--- src/shared/tps_defs.vh ---
// Constants, register map and timing figures of the track power supervisor.
// Summary of operation
// - Reverse output polarity on every input level change.
// - Forward all formats; no proprietary-format decoder feedback.
// - Feedback cutout switchable, enabled after reset.
// - Pass channel-2 decoder replies onward to node bus.
// - Overcurrent for sensitivity time forces STOP.
// - Trip threshold 2 to 6 A, 1 A steps.
// - Drive short-circuit feedback line on overcurrent.
// - Own output switches off without feedback line.
// - Emit short-circuit status message on node bus.
// - Restart after 4-10 s; retrip at once.
// - Five retrips pause restart 0-90 s, default 60.
// - Inrush window tolerates up to 6 A.
// - Overtemperature switches the track output off.
// - Missing watchdog commands switch the output off.
// - Watchdog armed only by first matching command.
// - Never forward auto-registration extension replies.
// - Autostart never undoes button, heat or watchdog stop.
// - Matching accessory command toggles STOP and GO.
`ifndef TPS_DEFS_VH
`define TPS_DEFS_VH

// Register byte offsets.
`define TPS_A_CTRL     8'h00
`define TPS_A_OCP      8'h04
`define TPS_A_RESTART  8'h08
`define TPS_A_ACCADDR  8'h0C
`define TPS_A_STATUS   8'h10

// Control bits.
`define TPS_C_CUTOUT   0
`define TPS_C_AUTO     1
`define TPS_C_SRC      2
`define TPS_C_FBLINE   3
`define TPS_CTRL_RST   4'h1

// Overcurrent register fields and limits.
`define TPS_SENS_MIN   8'h14
`define TPS_SENS_MAX   8'hC8
`define TPS_SENS_RST   8'h64
`define TPS_THR_MIN    3'h2
`define TPS_THR_MAX    3'h6
`define TPS_THR_RST    3'h6
`define TPS_INRUSH_AMP 3'h6
`define TPS_INR_MAX    9'h1F4
`define TPS_INR_RST    9'h064

// Restart register fields and limits, seconds.
`define TPS_RS_MIN     4'h4
`define TPS_RS_MAX     4'hA
`define TPS_RS_RST     4'h4
`define TPS_PS_MAX     7'h5A
`define TPS_PS_RST     7'h3C
`define TPS_RETRIES    3'h5

// Timing: milliseconds per second, watchdog span, clock period.
`define TPS_MS_PER_S   17'h003E8
`define TPS_WD_MS      17'h01388
`define TPS_MS_NS      1000000
`define TPS_CLK_NS     8

`endif

--- src/verilog/tps_ms_timer.v ---
// Millisecond down-counter with a sticky expired level.
`default_nettype none

module tps_ms_timer (
    input  wire        pclk,
    input  wire        presetn,
    input  wire        tick,
    input  wire        load,
    input  wire [16:0] value,
    output reg         expired
);

    reg [16:0] count;

    // Load restarts the span; a zero span expires at once so a zero pause works.
    always @(posedge pclk or negedge presetn) begin
        if (!presetn) begin
            count   <= 17'h00000;
            expired <= 1'b0;
        end else if (load) begin
            count   <= value;
            expired <= (value == 17'h00000);
        end else if (tick && !expired) begin
            count   <= count - 17'h00001;
            expired <= (count == 17'h00001);
        end
    end

endmodule

`default_nettype wire

--- src/verilog/tps_supervisor.v ---
// Track power supervisor: polarity stage, protection, watchdog and APB registers.
`include "tps_defs.vh"
`default_nettype none

module tps_supervisor #(
    parameter MS_CYCLES = `TPS_MS_NS / `TPS_CLK_NS
) (
    input  wire        pclk,
    input  wire        presetn,
    input  wire [7:0]  paddr,
    input  wire        psel,
    input  wire        penable,
    input  wire        pwrite,
    input  wire [31:0] pwdata,
    output reg  [31:0] prdata,
    output reg         pready,
    output reg         pslverr,
    input  wire        wired_booster_input_port,
    input  wire        node_track_in,
    input  wire        cutout_win,
    input  wire [2:0]  amps,
    input  wire        overtemp,
    input  wire        stop_go_button,
    input  wire        acc_valid,
    input  wire [10:0] acc_addr,
    input  wire        fb_valid,
    input  wire        fb_chan2,
    input  wire        fb_dcc,
    input  wire        fb_autoreg,
    input  wire [7:0]  fb_data,
    output reg         track_pos,
    output reg         track_neg,
    output reg         track_drive,
    output reg         sc_line,
    output reg         sc_msg,
    output reg         fb_out_valid,
    output reg  [7:0]  fb_out_data,
    output reg         go
);

    localparam ST_STOP  = 2'b00;
    localparam ST_GO    = 2'b01;
    localparam ST_WAIT  = 2'b10;
    localparam ST_PAUSE = 2'b11;

    reg  [1:0]  state;
    reg  [3:0]  ctrl;
    reg  [7:0]  sens_ms;
    reg  [2:0]  thresh;
    reg  [8:0]  inrush_ms;
    reg  [3:0]  restart_s;
    reg  [6:0]  pause_s;
    reg  [10:0] acc_own;
    reg  [16:0] prescale;
    reg         ms_tick;
    reg         sig_prev;
    reg         polarity;
    reg         sig_seen;
    reg         stop_lock;
    reg         restarted;
    reg         wd_active;
    reg  [2:0]  retrips;
    reg  [2:0]  cause;
    reg         ld_rst;
    reg  [16:0] rst_val;
    wire        sens_done;
    wire        inr_done;
    wire        rst_done;
    wire        wd_done;

    ////////////////////////////////////////////////////////////////////////////
    // Combinational helpers.

    wire        sig_in  = ctrl[`TPS_C_SRC] ? node_track_in : wired_booster_input_port;
    wire        acc_hit = acc_valid && (acc_addr == acc_own);
    wire        toggle  = acc_hit || stop_go_button;
    // Inside the inrush window the fixed 6 A ceiling replaces the threshold.
    wire        oc      = !inr_done ? (amps > `TPS_INRUSH_AMP)
                                    : (amps >= thresh);
    wire        trip    = (state == ST_GO) && oc &&
                          (sens_done || restarted);
    wire        wd_trip = wd_active && wd_done && (state == ST_GO);
    wire        enter_go;
    wire        apb_wr  = psel && penable && pwrite;
    wire        apb_set = psel && !penable;

    ////////////////////////////////////////////////////////////////////////////
    // Millisecond prescaler shared by every timer.

    always @(posedge pclk or negedge presetn) begin
        if (!presetn) begin
            prescale <= 17'h00000;
            ms_tick  <= 1'b0;
        end else if (prescale == MS_CYCLES[16:0] - 17'h00001) begin
            prescale <= 17'h00000;
            ms_tick  <= 1'b1;
        end else begin
            prescale <= prescale + 17'h00001;
            ms_tick  <= 1'b0;
        end
    end

    ////////////////////////////////////////////////////////////////////////////
    // Timers. Sensitivity reloads while current is fine, so only a continuous
    // overcurrent lets it run out.

    tps_ms_timer u_sens (
        .pclk    (pclk),
        .presetn (presetn),
        .tick    (ms_tick),
        .load    (!oc || state != ST_GO),
        .value   ({9'h000, sens_ms}),
        .expired (sens_done)
    );

    tps_ms_timer u_inrush (
        .pclk    (pclk),
        .presetn (presetn),
        .tick    (ms_tick),
        .load    (enter_go),
        .value   ({8'h00, inrush_ms}),
        .expired (inr_done)
    );

    tps_ms_timer u_restart (
        .pclk    (pclk),
        .presetn (presetn),
        .tick    (ms_tick),
        .load    (ld_rst),
        .value   (rst_val),
        .expired (rst_done)
    );

    tps_ms_timer u_wd (
        .pclk    (pclk),
        .presetn (presetn),
        .tick    (ms_tick),
        .load    (acc_hit),
        .value   (`TPS_WD_MS),
        .expired (wd_done)
    );

    ////////////////////////////////////////////////////////////////////////////
    // Protection state machine.

    assign enter_go = (state != ST_GO) && !overtemp && (
                      (state == ST_STOP && toggle) ||
                      (state == ST_STOP && !stop_lock && ctrl[`TPS_C_AUTO] && sig_seen) ||
                      (state == ST_WAIT && rst_done) ||
                      (state == ST_PAUSE && rst_done));

    // Restart timer load value: delay after a trip, pause after the last retry,
    // clean-running interval while in GO.
    always @* begin
        ld_rst  = 1'b0;
        rst_val = {13'h0000, restart_s} * `TPS_MS_PER_S;
        if (trip && retrips == `TPS_RETRIES - 3'h1) begin
            ld_rst  = 1'b1;
            rst_val = {10'h000, pause_s} * `TPS_MS_PER_S;
        end else if (trip || enter_go || (state == ST_GO && oc)) begin
            ld_rst  = 1'b1;
        end
    end

    // Button, heat and watchdog stops lock out autostart; a trip does not.
    always @(posedge pclk or negedge presetn) begin
        if (!presetn) begin
            state     <= ST_STOP;
            stop_lock <= 1'b0;
            restarted <= 1'b0;
            retrips   <= 3'h0;
            cause     <= 3'h0;
            sig_seen  <= 1'b0;
            wd_active <= 1'b0;
        end else begin
            if (sig_in != sig_prev)
                sig_seen <= 1'b1;
            if (acc_hit)
                wd_active <= 1'b1;
            if (overtemp) begin
                state     <= ST_STOP;
                stop_lock <= 1'b1;
                cause     <= 3'h4;
            end else if (wd_trip) begin
                state     <= ST_STOP;
                stop_lock <= 1'b1;
                cause     <= 3'h2;
            end else if (trip) begin
                cause     <= 3'h1;
                restarted <= 1'b0;
                if (retrips == `TPS_RETRIES - 3'h1)
                    state <= ST_PAUSE;
                else
                    state <= ST_WAIT;
                retrips   <= retrips + 3'h1;
            end else if (state == ST_GO && toggle) begin
                state     <= ST_STOP;
                stop_lock <= 1'b1;
                cause     <= 3'h0;
            end else if (enter_go) begin
                state     <= ST_GO;
                stop_lock <= 1'b0;
                restarted <= (state == ST_WAIT);
                if (state == ST_PAUSE || state == ST_STOP)
                    retrips <= 3'h0;
            end else if (state == ST_GO && rst_done) begin
                retrips   <= 3'h0;
                restarted <= 1'b0;
            end else if (state != ST_GO && toggle) begin
                state     <= ST_STOP;
                stop_lock <= 1'b1;
            end
        end
    end

    ////////////////////////////////////////////////////////////////////////////
    // Output stage. Both legs fall together during an enabled cutout gap.

    always @(posedge pclk or negedge presetn) begin
        if (!presetn) begin
            sig_prev    <= 1'b0;
            polarity    <= 1'b0;
            track_pos   <= 1'b0;
            track_neg   <= 1'b0;
            track_drive <= 1'b0;
            go          <= 1'b0;
            sc_line     <= 1'b0;
            sc_msg      <= 1'b0;
        end else begin
            sig_prev    <= sig_in;
            if (sig_in != sig_prev)
                polarity <= !polarity;
            go          <= (state == ST_GO);
            track_drive <= (state == ST_GO) && !(cutout_win && ctrl[`TPS_C_CUTOUT]);
            track_pos   <= (state == ST_GO) && polarity && !(cutout_win && ctrl[`TPS_C_CUTOUT]);
            track_neg   <= (state == ST_GO) && !polarity && !(cutout_win && ctrl[`TPS_C_CUTOUT]);
            sc_line     <= ctrl[`TPS_C_FBLINE] && (trip ||
                           ((state == ST_WAIT || state == ST_PAUSE) && !enter_go));
            sc_msg      <= trip;
        end
    end

    ////////////////////////////////////////////////////////////////////////////
    // Decoder feedback forwarding.

    always @(posedge pclk or negedge presetn) begin
        if (!presetn) begin
            fb_out_valid <= 1'b0;
            fb_out_data  <= 8'h00;
        end else begin
            fb_out_valid <= fb_valid && fb_chan2 && fb_dcc && !fb_autoreg;
            if (fb_valid)
                fb_out_data <= fb_data;
        end
    end

    ////////////////////////////////////////////////////////////////////////////
    // APB slave: zero wait states; read data and error are prepared in the
    // setup cycle so they leave flip-flops during the access cycle.

    always @(posedge pclk or negedge presetn) begin
        if (!presetn) begin
            ctrl      <= `TPS_CTRL_RST;
            sens_ms   <= `TPS_SENS_RST;
            thresh    <= `TPS_THR_RST;
            inrush_ms <= `TPS_INR_RST;
            restart_s <= `TPS_RS_RST;
            pause_s   <= `TPS_PS_RST;
            acc_own   <= 11'h000;
            prdata    <= 32'h00000000;
            pready    <= 1'b0;
            pslverr   <= 1'b0;
        end else begin
            pready <= 1'b1;
            if (apb_set) begin
                pslverr <= 1'b0;
                if (paddr == `TPS_A_CTRL)
                    prdata <= {28'h0000000, ctrl};
                else if (paddr == `TPS_A_OCP)
                    prdata <= {7'h00, inrush_ms, 5'h00, thresh, sens_ms};
                else if (paddr == `TPS_A_RESTART)
                    prdata <= {17'h00000, pause_s, 4'h0, restart_s};
                else if (paddr == `TPS_A_ACCADDR)
                    prdata <= {21'h000000, acc_own};
                else if (paddr == `TPS_A_STATUS)
                    prdata <= {22'h000000, wd_active, stop_lock, cause, retrips, state};
                else begin
                    prdata  <= 32'h00000000;
                    pslverr <= 1'b1;
                end
            end
            if (apb_wr) begin
                if (paddr == `TPS_A_CTRL)
                    ctrl <= pwdata[3:0];
                else if (paddr == `TPS_A_OCP) begin
                    // Out-of-range settings are clamped to the nearest legal value.
                    sens_ms <= (pwdata[7:0] < `TPS_SENS_MIN) ? `TPS_SENS_MIN :
                               (pwdata[7:0] > `TPS_SENS_MAX) ? `TPS_SENS_MAX : pwdata[7:0];
                    thresh  <= (pwdata[10:8] < `TPS_THR_MIN) ? `TPS_THR_MIN :
                               (pwdata[10:8] > `TPS_THR_MAX) ? `TPS_THR_MAX : pwdata[10:8];
                    inrush_ms <= (pwdata[24:16] > `TPS_INR_MAX) ? `TPS_INR_MAX : pwdata[24:16];
                end else if (paddr == `TPS_A_RESTART) begin
                    restart_s <= (pwdata[3:0] < `TPS_RS_MIN) ? `TPS_RS_MIN :
                                 (pwdata[3:0] > `TPS_RS_MAX) ? `TPS_RS_MAX : pwdata[3:0];
                    pause_s   <= (pwdata[14:8] > `TPS_PS_MAX) ? `TPS_PS_MAX : pwdata[14:8];
                end else if (paddr == `TPS_A_ACCADDR)
                    acc_own <= pwdata[10:0];
            end
        end
    end

endmodule

`default_nettype wire
--- config.mk ---
export PLATFORM = sky130hd
export DESIGN_NAME = tps_supervisor
export DESIGN_NICKNAME = d
export VERILOG_FILES = /design/src/verilog/tps_ms_timer.v /design/src/verilog/tps_supervisor.v
export VERILOG_INCLUDE_DIRS = /design/src /design/src/shared
export SDC_FILE = /design/constraint.sdc
export NUM_CORES = 1
export LEC_CHECK = 0
export BUFFER_PORTS_ARGS = -buffer_cell sky130_fd_sc_hd__buf_2
export CAP_MARGIN = 20
export CELL_PAD_IN_SITES_DETAIL_PLACEMENT = 1
export CELL_PAD_IN_SITES_GLOBAL_PLACEMENT = 2
export CORE_ASPECT_RATIO = 0.7
export CORE_UTILIZATION = 38
export CTS_CLUSTER_SIZE = 12
export DETAILED_ROUTE_END_ITERATION = 16
export PLACE_DENSITY_LB_ADDON = 0.1
export SETUP_SLACK_MARGIN = 0.05
export SYNTH_ARGS = -nofsm -noshare
export SYNTH_HDL_FRONTEND = slang
export SYNTH_SLANG_ARGS = --single-unit
export TNS_END_PERCENT = 50
--- constraint.sdc ---
create_clock -name pclk -period 5.3 [get_ports pclk]
set_clock_uncertainty 0.1 [all_clocks]
set_input_delay 0 -clock pclk [delete_from_list [all_inputs] [get_ports pclk]]
set_output_delay 0 -clock pclk [all_outputs]
set_load 0.03 [all_outputs]
==> metrics.cfg, run 1 <==
[critical_path]
cp.required_ns=5.57
critPathTopFamily=adder cells
arrival_ns=5.19
cp_cell_sequence=fa_1 > fa_1 > inv_1 > fa_1 > fa_1 > inv_1 > ha_1 > and3_1 > a221oi_1 > o2111ai_1 > a21oi_1 > xnor2_1 > nand2_1 > a21boi_0 > a2bb2oi_1
cpPeakStageDelay_ns=0.61
critPathLaunchType=flip-flop
ff2ff_path_depth=15
ff2ff_setup_slack_ns=0.38
crit_type=reg2reg
reg2reg_to=u_restart.count[16]
cpMostUsedCell=fa_1
critPathCaptureType=flip-flop
path_max_fanout=6
cpMaxStageDelayCell=dfstp_2
rr_startpoint=pause_s[2]
critPathBufInv=2

[routing]
drt_iter0_markers=338
num_vias=8727
routed_wirelength_mm=31.33
routedWlPerCell_um=18.61
firstDrtPassIters=4
vias_per_cell=5.182
antenna_left=0
route.detailed.drc=0

[floorplanning]
io_pins=126
die_h_um=144.7
die_w_um=205.8
die_area_um2=29780
core_area_um2=28200
num_rows=51
initial_core_util=0.3918

[power]
power.total_mw=3.622
vdd_drop_max_mv=0.1355
power.leakage_nw=6.053
powerDensity_nw_per_um2=276.1

[layout]
n_fill_cell=3233
multi_input_area_um2=5853
regArea_um2=4797
diodes=0
drive_gt1_frac=0.1592
fin_util=0.4652
area_delta_synth_final_pct=18.72
nets=1468

[sta]
tightest_slew_ns=1.044
slew_violations=0
hold_viol=0
setup_viol=0
setup_tns_ns=0
finalWorstSetupSlack_ns=0.3835
finalCritPeriodShare=0.9276
slew_headroom=0.3012
fmaxAchievable_mhz=203.4
rsz0062_at_grt=no
period_minus_slack_ns=4.917

[global_routing]
grt_pass1_wl_mm=50.31
overflow=0
grt_pass1_vias=9134
antenna_found_initial=0
grt_max_degree=80
gr-usage-all-layers=0.2210

[clocking]
clk_pin_slew_worst_paths_ns=0.07
numCtsBuffers=17
clockBufferDepth=2
post-cts-setup-buffer-count=0
cts.sinks=191
clk_latency_ns=0.45
cts_root_buffer=clkbuf_16
tritoncts=done
htree_levels=4

[synthesis]
syn_area_um2=11050
async_flop_share=1.000
synthDistinctLibCells=66
yosys_most_used_dff=dfrtp_1
syn_inst=1140
ys_ff_latch=191
synth_edf_count=0
synth_sequential_area_ratio=0.4341
avgSynthCellArea_um2=9.695
synth.yosys.warnings=0

[run_status]
status=completed

[placed_design]
dp.final_hpwl_mm=22.82
io_buffer_count=109
place_congestion=0.8194
post-place-ws_ns=0.4078

[min_path]
min_path_type=in2async

[flow_run]
drv_cap=0

-- synth_stat cells, drive strengths merged (3+ instances only) --
library cell	instances	area, µm²
dfstp	14	367.9
buf	14	96.34
nor2b	11	68.82
and3	9	56.30
nor2	106	397.9
o211ai	4	30.03
o31ai	9	67.56
a21oi	49	245.2
or3	17	116.4
clkbuf	28	105.1
nor3	34	175.2
nand3	23	115.1
dfrtp	177	4429
a211oi	4	30.03
nand4	6	37.54
and2	4	25.03
inv	63	236.5
or4	10	82.58
a21o	4	30.03
a22o	11	96.34
fa	25	500.5
a31oi	9	56.30
ha	66	825.8
nand2b	12	75.07
nand2	139	526.8
or2	6	37.54
xnor2	53	464.2
a21boi	3	22.52
nand3b	5	37.54
xor2	46	402.9
o21a	4	30.03
mux2	28	315.3
nor4	20	146.4
nor4b	3	26.28
mux2i	10	100.1
o21ai	83	415.4
a22oi	9	67.56
-- worst register-to-register path, cell delays in order (launching register included) --
cell       delay (ns)
dfstp_2          0.61
fa_1             0.48
fa_1             0.52
inv_1            0.05
fa_1             0.47
fa_1             0.51
inv_1            0.04
ha_1             0.35
and3_1           0.21
a221oi_1         0.45
o2111ai_1        0.19
a21oi_1          0.20
xnor2_1          0.15
nand2_1          0.12
a21boi_0         0.22
a2bb2oi_1        0.16
-- flip-flops by register name, summed over array words and instances, names as in the netlist, 4 cells and up --
register / count
prdata: 24
u_restart.count: 17
u_inrush.count: 17
sens_ms: 8
fb_out_data: 8
inrush_ms: 9
acc_own: 11
ctrl: 4
prescale: 17
u_wd.count: 17
restart_s: 4
pause_s: 7
u_sens.count: 17
-- layout by cell type (no fill, tap or decap), types with 11 or more instances in the layout --
| master | count |
|---|---|
| a21oi_1 | 49 |
| a22o_1 | 11 |
| buf_2 | 108 |
| clkbuf_16 | 17 |
| dfrtp_1 | 177 |
| dfstp_2 | 14 |
| dlygate4sd3_1 | 58 |
| fa_1 | 25 |
| ha_1 | 66 |
| inv_1 | 63 |
| mux2_2 | 28 |
| nand2_1 | 137 |
| nand2b_1 | 12 |
| nand3_1 | 23 |
| nor2_1 | 106 |
| nor2b_1 | 11 |
| nor3_1 | 31 |
| nor4_1 | 18 |
| o21ai_0 | 82 |
| or3_1 | 15 |
| xnor2_1 | 53 |
| xor2_1 | 46 |
-- cell families after synthesis --
kind of cell	Yosys count	share of synthesized area
xor gates and xnor gates	99	0.07846
adders and majority gates	92	0.1209
and+or+nand+nor	409	0.1774
DFF	191	0.4341
other	2	0.0006795
AOI/OAI and AO/OA	204	0.1113
buffers and inverters	105	0.03962
muxes	38	0.03759
-- layer usage --
metal,vias up,part of all wire,global-route usage,routed length (µm)
li1,4221,-,-,-
met1,4340,0.54,0.3361,16850
met2,141,0.41,0.3215,12990
met3,25,0.033,0.03381,1035
met4,0,0.014,0.06424,451
met5,-,0,0,0
-- how the worst max path moves through the flow --
stage | startpoint | to | slack (ns) | cells after the start
6_report | pause_s[2] | u_restart.count[16] | 0.38 | 15
5_1_grt | pause_s[2] | u_restart.count[14] | 0.1 | 14
4_1_cts | pause_s[2] | u_restart.count[16] | 0.38 | 15
3_5_place_dp | pause_s[2] | u_restart.count[16] | 0.41 | 15
3_3_place_gp | pause_s[2] | u_restart.count[16] | 0.44 | 15
2_1_floorplan | pause_s[2] | u_restart.count[16] | 0.73 | 15
-- what timing repair did --
| item | 4_1_cts | 5_1_grt |
|---|---|---|
| hold endpoints to repair | 147 | 0 |
| setup endpoints to repair | 0 | 0 |
| hold buffers | 58 | 0 |
| gates resized for setup | 0 | 0 |
-- layout make-up --
type	count	share of cell area
clock buffers	21	0.03509
clock inverters	11	0.008201
inverters	63	0.01802
multi-input cells	851	0.4461
flip-flops and latches	191	0.3656
well taps	371	0.03538
repair buffers	176	0.09164
-- metrics by stage --
step	cell area [µm²]	hold slack [ns]	instances
finish	13120	0.03453	1684
global route	13120	0.08497	1684
CTS	13120	0.04129	1684
detailed placement	11970	-0.008857	1594
global placement	11970	-0.01679	1594
floorplan	11080	-0.3956	1147
-- power breakdown --
part	switching [mW]	internal, mW
Sequential	0.0817	1.53
Combinational	0.424	0.305
Clock	0.602	0.678
Total	1.11	2.51
No activity file was read; power rests on OpenSTA's default activity.
==> run 2: changes to the inputs <==
- RECOVER_POWER: unset -> 25
- SYNTH_HIERARCHICAL: unset -> 1
==> run 2 against run 1 <==
Compared with the run above: the run now ends with capacitance limit, slew limit left; sequential cell count unchanged; clock power up 11%; sequential share of layout area down 2.6 points; synthesized cell count up 5.4%; highest routed layer unchanged.
==> metrics.cfg, run 2 <==
[clocking]
hold_buffers=58  ; unchanged
cts_root_buffer=clkbuf_16
post-cts-setup-buffer-count=0  ; unchanged
clockBufferDepth=2  ; unchanged
htree_levels=4  ; unchanged
numCtsBuffers=17  ; unchanged
clk_pin_slew_worst_paths_ns=0.07  ; about the same
clk_latency_ns=0.46  ; about the same
cts.sinks=191  ; unchanged
tritoncts=done
cts_resized=0  ; unchanged

[layout]
area_delta_synth_final_pct=19.57
fin_util=0.4662  ; +0.0009870
largest_register_ffs=24  ; unchanged
layout_common_cells=dfrtp_1 (177), nand2_1 (150), o21ai_0 (108), conb_1 (80), inv_1 (68)
drive_gt1_frac=0.1339  ; -0.02524
diodes=0  ; unchanged
nets=1596  ; +8.7%
largest-register=prdata
n_fill_cell=3480  ; +7.6%
final_common_cell=dfrtp_1

[sta]
setup_tns_ns=0  ; unchanged
fmaxAchievable_mhz=203.3  ; about the same
slew_violations=193  ; +193
tightest_slew_ns=2.378  ; +1.334 ns
rsz0062_at_grt=no
finalCritPeriodShare=0.9280  ; about the same
setup_viol=0  ; unchanged
hold_ws_ns=0.03842  ; +0.003887 ns
period_minus_slack_ns=4.919  ; +0.002120 ns
hold_viol=0  ; unchanged
slew_headroom=-0.5852  ; -0.8864

[critical_path]
critPathTopFamily=adder cells
cp_cell_sequence=fa_1 > fa_1 > inv_1 > fa_1 > fa_1 > inv_1 > ha_1 > a211oi_1 > nor2_1 > nor2_1 > xor2_1 > mux2i_1 > or4_1 > nor3_1 > a211o_1
cpMostUsedCell=fa_1
critPathLaunchType=flip-flop
crit_type=reg2reg
path_max_fanout=8  ; +2
cp.required_ns=5.61  ; +0.04 ns
critPathCaptureType=flip-flop
arrival_ns=5.23  ; +0.04 ns
cpPeakStageDelay_ns=0.64  ; +0.03 ns
critPathBufInv=2  ; unchanged
cpMaxStageDelayCell=dfstp_2

[power]
vdd_drop_max_mv=0.1726  ; +27%
powerDensity_nw_per_um2=243.5  ; -12%
power.leakage_nw=6.239  ; +3.1%

[floorplanning]
initial_core_util=0.3899  ; -0.001937
io_pins=126  ; unchanged
num_rows=53  ; +3.9%
die_w_um=212.8  ; +3.4%
die_area_um2=31820  ; +6.8%
die_h_um=149.5  ; +3.4%
core_area_um2=30310  ; +7.4%

[synthesis]
synth_common_cells=dfrtp_1 (177), nand2_1 (150), o21ai_0 (108)
synth_sequential_area_ratio=0.4060  ; -0.02808
synth_edf_count=0  ; unchanged
synthDistinctLibCells=73  ; +11%
avgSynthCellArea_um2=9.831  ; +1.4%
synth.most_common_cell=dfrtp_1
yosysTopAreaCellShare=0.3748  ; -0.02593
ys_ff_latch=191  ; unchanged
yosysTopAreaCell=dfrtp_1
syn_area_um2=11820  ; +6.9%
yosys_most_used_dff=dfrtp_1
async_flop_share=1.000  ; unchanged
synth.yosys.warnings=6  ; +6
synthTopCellsByArea=dfrtp_1 (37%), ha_1 (7.0%), nand2_1 (4.8%)
syn_inst=1202  ; +5.4%

[routing]
drt_iter0_markers=513  ; +52%
routed_wirelength_mm=33.03  ; +5.4%
routedWlPerCell_um=17.83  ; -4.2%
firstDrtPassIters=7  ; +3
route.detailed.drc=0  ; unchanged
antenna_left=0  ; unchanged
num_vias=9402  ; +7.7%
vias_per_cell=5.074  ; -2.1%

[global_routing]
grt_pass1_vias=9353  ; +2.4%
gr-usage-all-layers=0.2203  ; -0.0007805
grt_max_degree=164  ; +110%
antenna_found_initial=0  ; unchanged
overflow=0  ; unchanged
grt_pass1_wl_mm=53.14  ; +5.6%

[run_status]
status=finished, violations left
violations=capacitance limit, slew limit

[placed_design]
place_congestion=0.7919  ; -3.4%
dp.final_hpwl_mm=24.34  ; +6.7%
io_buffer_count=109  ; unchanged

[flow_run]
drv_cap=2  ; +2

[min_path]
min_path_type=in2reg

[run 2: cell count changes in the layout (fill, tap and decap cells not counted), sizes merged, moves of 15 or more]
cell,previous run,this run
o21ai,83,115
nor2,106,58
nand4,6,21
conb,9,80
clkbuf,22,65
a21oi,49,29
buf,117,72
[run 2: routing by layer]
layer	wire length (µm)	global-route usage	share of wire
met3	1000	0.03547	0.030
met5	0	0	0
met1	18400	0.3550	0.56
met4	399	0.06043	0.012
met2	13230	0.2949	0.40
[run 2: per-stage QoR]
step / std cells / power, mW / cell area [µm²] / setup slack [ns]
floorplan: 1280 / 1.860 / 12110 / 0.8158
global placement: 1763 / 2.008 / 13020 / 0.5000
detailed placement: 1763 / 2.017 / 13020 / 0.3990
CTS: 1853 / 3.495 / 14230 / 0.3887
global route: 1853 / 3.597 / 14130 / 0.1267
finish: 1853 / 3.440 / 14130 / 0.3814
[run 2: worst min-delay path, cell delays in order]
cell and delay, ns:
buf_2 0.18, nand2_1 0.09, o21ai_0 0.10, nand2_1 0.10
o21ai_0 0.08
[run 2: worst paths after layout]
| kind | from | to | slack [ns] | cells past startpoint |
|---|---|---|---|---|
| hold reg to reg | prdata[23] | prdata[23] | 0.38 | 2 |
| hold / removal | paddr[2] | prdata[10] | 0.04 | 5 |
| max in group asynchronous | presetn | u_wd/count[7] | 2.18 | 4 |
| setup reg to reg | pause_s[2] | u_restart/expired | 0.38 | 15 |
| setup / recovery | pause_s[2] | u_restart/expired | 0.38 | 15 |
| min in group asynchronous | presetn | prescale[0] | 1.04 | 4 |
[run 2: power by group]
part | switching [mW] | total (mW) | internal (mW)
clock | 0.613 | 1.42 | 0.805
combinational | 0.256 | 0.433 | 0.177
sequential | 0.0710 | 1.59 | 1.52
total | 0.940 | 3.44 | 2.50
[run 2: cell type report]
| type | count | area [µm²] | area share |
|---|---|---|---|
| clock inverters | 13 | 182.7 | 0.01293 |
| multi-input cells | 975 | 6813 | 0.4822 |
| flip-flops and latches | 191 | 4797 | 0.3395 |
| inverters | 68 | 255.2 | 0.01807 |
| repair buffers | 175 | 1122 | 0.07944 |
| well taps | 412 | 515.5 | 0.03649 |
| clock buffers | 19 | 442.9 | 0.03135 |
[run 2: cell families after synthesis]
kind of cell             count (synthesis)  synth area share
AO/OA/AOI/OAI                          228            0.1176
XOR/XNOR                                90           0.06671
adder cells (fa/ha/maj)                 91            0.1122
buffers and inverters                  114           0.04193
flip-flops                             191            0.4060
multiplexers                            57           0.05506
other                                    2         0.0006356
AND/OR/NAND/NOR                        429            0.1998
==> run 3: changes to the inputs <==
- CORE_UTILIZATION: 38 -> 39
- CTS_BUF_LIST: unset -> sky130_fd_sc_hd__clkbuf_2 sky130_fd_sc_hd__clkbuf_4 sky130_fd_sc_hd__clkbuf_8
==> run 3 against run 2 <==
Compared with the run above: the run still ends with capacitance limit, slew limit left; register-to-register slack improved by 0.04 ns; global-route usage increased by 0.80 points; total power decreased by 7.9%.
==> metrics.cfg, run 3 (synthesized netlist as in run 2, its figures left out) <==
[clocking]
post-cts-setup-buffer-count=0  ; unchanged
cts_root_buffer=clkbuf_8
cts_resized=0  ; unchanged
cts.sinks=191  ; unchanged
clk_latency_ns=0.50  ; +0.04 ns
clk_pin_slew_worst_paths_ns=0.10  ; +0.03 ns
clockBufferDepth=2  ; unchanged
numCtsBuffers=17  ; unchanged
htree_levels=4  ; unchanged
tritoncts=done

[layout]
largest-register=prdata
drive_gt1_frac=0.1355  ; +0.001518
layout_common_cells=dfrtp_1 (177), nand2_1 (150), o21ai_0 (108), conb_1 (80), inv_1 (68)
nets=1602  ; +0.38%
final_area_um2=14040  ; -0.65%
final_common_cell=dfrtp_1
area_delta_synth_final_pct=18.79
diodes=0  ; unchanged
largest_register_ffs=24  ; unchanged
stdcell_count=1852  ; -0.054%

[critical_path]
ff2ff_setup_slack_ns=0.42  ; +0.04 ns
path_max_fanout=8  ; unchanged
reg2reg_to=u_restart/expired
arrival_ns=5.22  ; about the same
cp.required_ns=5.64  ; +0.03 ns
cpPeakStageDelay_ns=0.66  ; +0.02 ns
cp_cell_sequence=fa_1 > fa_1 > inv_1 > fa_1 > fa_1 > inv_1 > ha_1 > a211oi_1 > o21ai_0 > nand2_1 > xor2_1 > o22ai_1 > or4_1 > nor3_1 > a211o_1
ff2ff_path_depth=15  ; unchanged
critPathBufInv=2  ; unchanged
crit_type=reg2reg
cpMostUsedCell=fa_1
cpMaxStageDelayCell=dfstp_2
critPathTopFamily=adder cells
critPathLaunchType=flip-flop
critPathCaptureType=flip-flop
rr_startpoint=pause_s[2]

[placed_design]
place_congestion=0.7879  ; -0.51%
dp.final_hpwl_mm=24.95  ; +2.5%
io_buffer_count=109  ; unchanged
dp.cells=1755  ; -0.45%
placed_cell_area_um2=13000  ; -0.12%

[routing]
num_vias=9424  ; +0.23%
routed_wirelength_mm=33.59  ; +1.7%
firstDrtPassIters=5  ; -2
route.detailed.drc=0  ; unchanged
vias_per_cell=5.089  ; +0.29%
drt_iter0_markers=598  ; +17%
routedWlPerCell_um=18.14  ; +1.7%
antenna_left=0  ; unchanged

[sta]
slew_headroom=-0.5633  ; +0.02189
tightest_slew_ns=2.345  ; -0.03284 ns
hold_ws_ns=0.06102  ; +0.02260 ns
rsz0062_at_grt=no
period_minus_slack_ns=4.878  ; -0.04024 ns
slew_violations=168  ; -13%
setup_tns_ns=0  ; unchanged
finalCritPeriodShare=0.9205  ; -0.007592
hold_viol=0  ; unchanged
setup_viol=0  ; unchanged
fmaxAchievable_mhz=205.0  ; +0.82%

[run_status]
violations=capacitance limit, slew limit
status=finished, violations left

[power]
vdd_drop_max_mv=0.1375  ; -20%
power.leakage_nw=6.213  ; -0.40%
powerDensity_nw_per_um2=225.8  ; -7.3%

[global_routing]
grt_pass1_wl_mm=54.42  ; +2.4%
grt_max_degree=168  ; +2.4%
grt_pass1_vias=9526  ; +1.8%
overflow=0  ; unchanged
antenna_found_initial=1  ; +1
gr-usage-all-layers=0.2283  ; +0.008018

[min_path]
min-delay-start=penable
holdPathEnd=prdata[14]
hold_depth=3  ; -2
min_path_type=in2reg

[floorplanning]
die_area_um2=31010  ; -2.5%
die_h_um=147.6  ; -1.3%
io_pins=126  ; unchanged
die_w_um=210.0  ; -1.3%
num_rows=52  ; -1.9%
core_area_um2=29340  ; -3.2%
initial_core_util=0.4027  ; +0.01279

[flow_run]
drv_cap=2  ; unchanged

## run 3: changes by cell type in the layout (fill, tap and decap cells not counted), moves of 3 or more
cell / delta
clkbuf_16: -17
clkbuf_8: +17
dlygate4sd3_1: +7
clkbuf_4: +4
clkbuf_1: -3
## run 3: what timing repair did
action / in CTS / in global routing
endpoints found under the setup margin: 0 / 0
hold endpoints to repair: 254 / 0
hold buffers: 65 / 0
## run 3: layout make-up
class / count / area (µm²)
clock buffer: 22 / 277.8
clock inverter: 10 / 186.4
fill: 3373 / 15310
inverter: 68 / 255.2
multi-input combinational: 975 / 6824
sequential: 191 / 4797
tap: 405 / 506.7
timing repair buffer: 181 / 1190
## run 3: metal layers
layer / vias to the layer above / global-route usage / part of all wire
li1: 4584 / - / -
met1: 4643 / 0.3726 / 0.55
met2: 177 / 0.3105 / 0.40
met3: 20 / 0.03505 / 0.042
met4: 0 / 0.04781 / 0.0085
met5: - / 0 / 0
## run 3: through the flow
stage,utilization,setup slack [ns],power (mW)
2_1_floorplan,-,0.8158,1.860
3_3_place_gp,0.4431,0.5209,2.008
3_5_place_dp,0.4431,0.4331,2.019
4_1_cts,0.4815,0.4151,3.214
5_1_grt,0.4784,0.1813,3.326
6_report,0.4784,0.4216,3.169
## run 3: tightest hold or removal path, stage by stage
cell and delay, ns:
buf_2 0.08, nand2b_2 0.38, o21ai_0 0.15
## run 3: worst max path at each step
stage | start | to | slack [ns] | cells past startpoint
6_report | pause_s[2] | u_restart/expired | 0.42 | 15
5_1_grt | pause_s[2] | u_restart/expired | 0.18 | 15
4_1_cts | pause_s[2] | u_restart/expired | 0.42 | 15
3_5_place_dp | pause_s[2] | u_restart/expired | 0.43 | 15
3_3_place_gp | pause_s[2] | u_restart/expired | 0.52 | 15
2_1_floorplan | pause_s[2] | u_restart/expired | 0.82 | 15
## run 3: report_power, final
group,total (mW),switching (mW),internal [mW]
clock network,1.14,0.543,0.597
registers,1.59,0.0715,1.52
logic,0.441,0.259,0.181
total,3.17,0.874,2.30
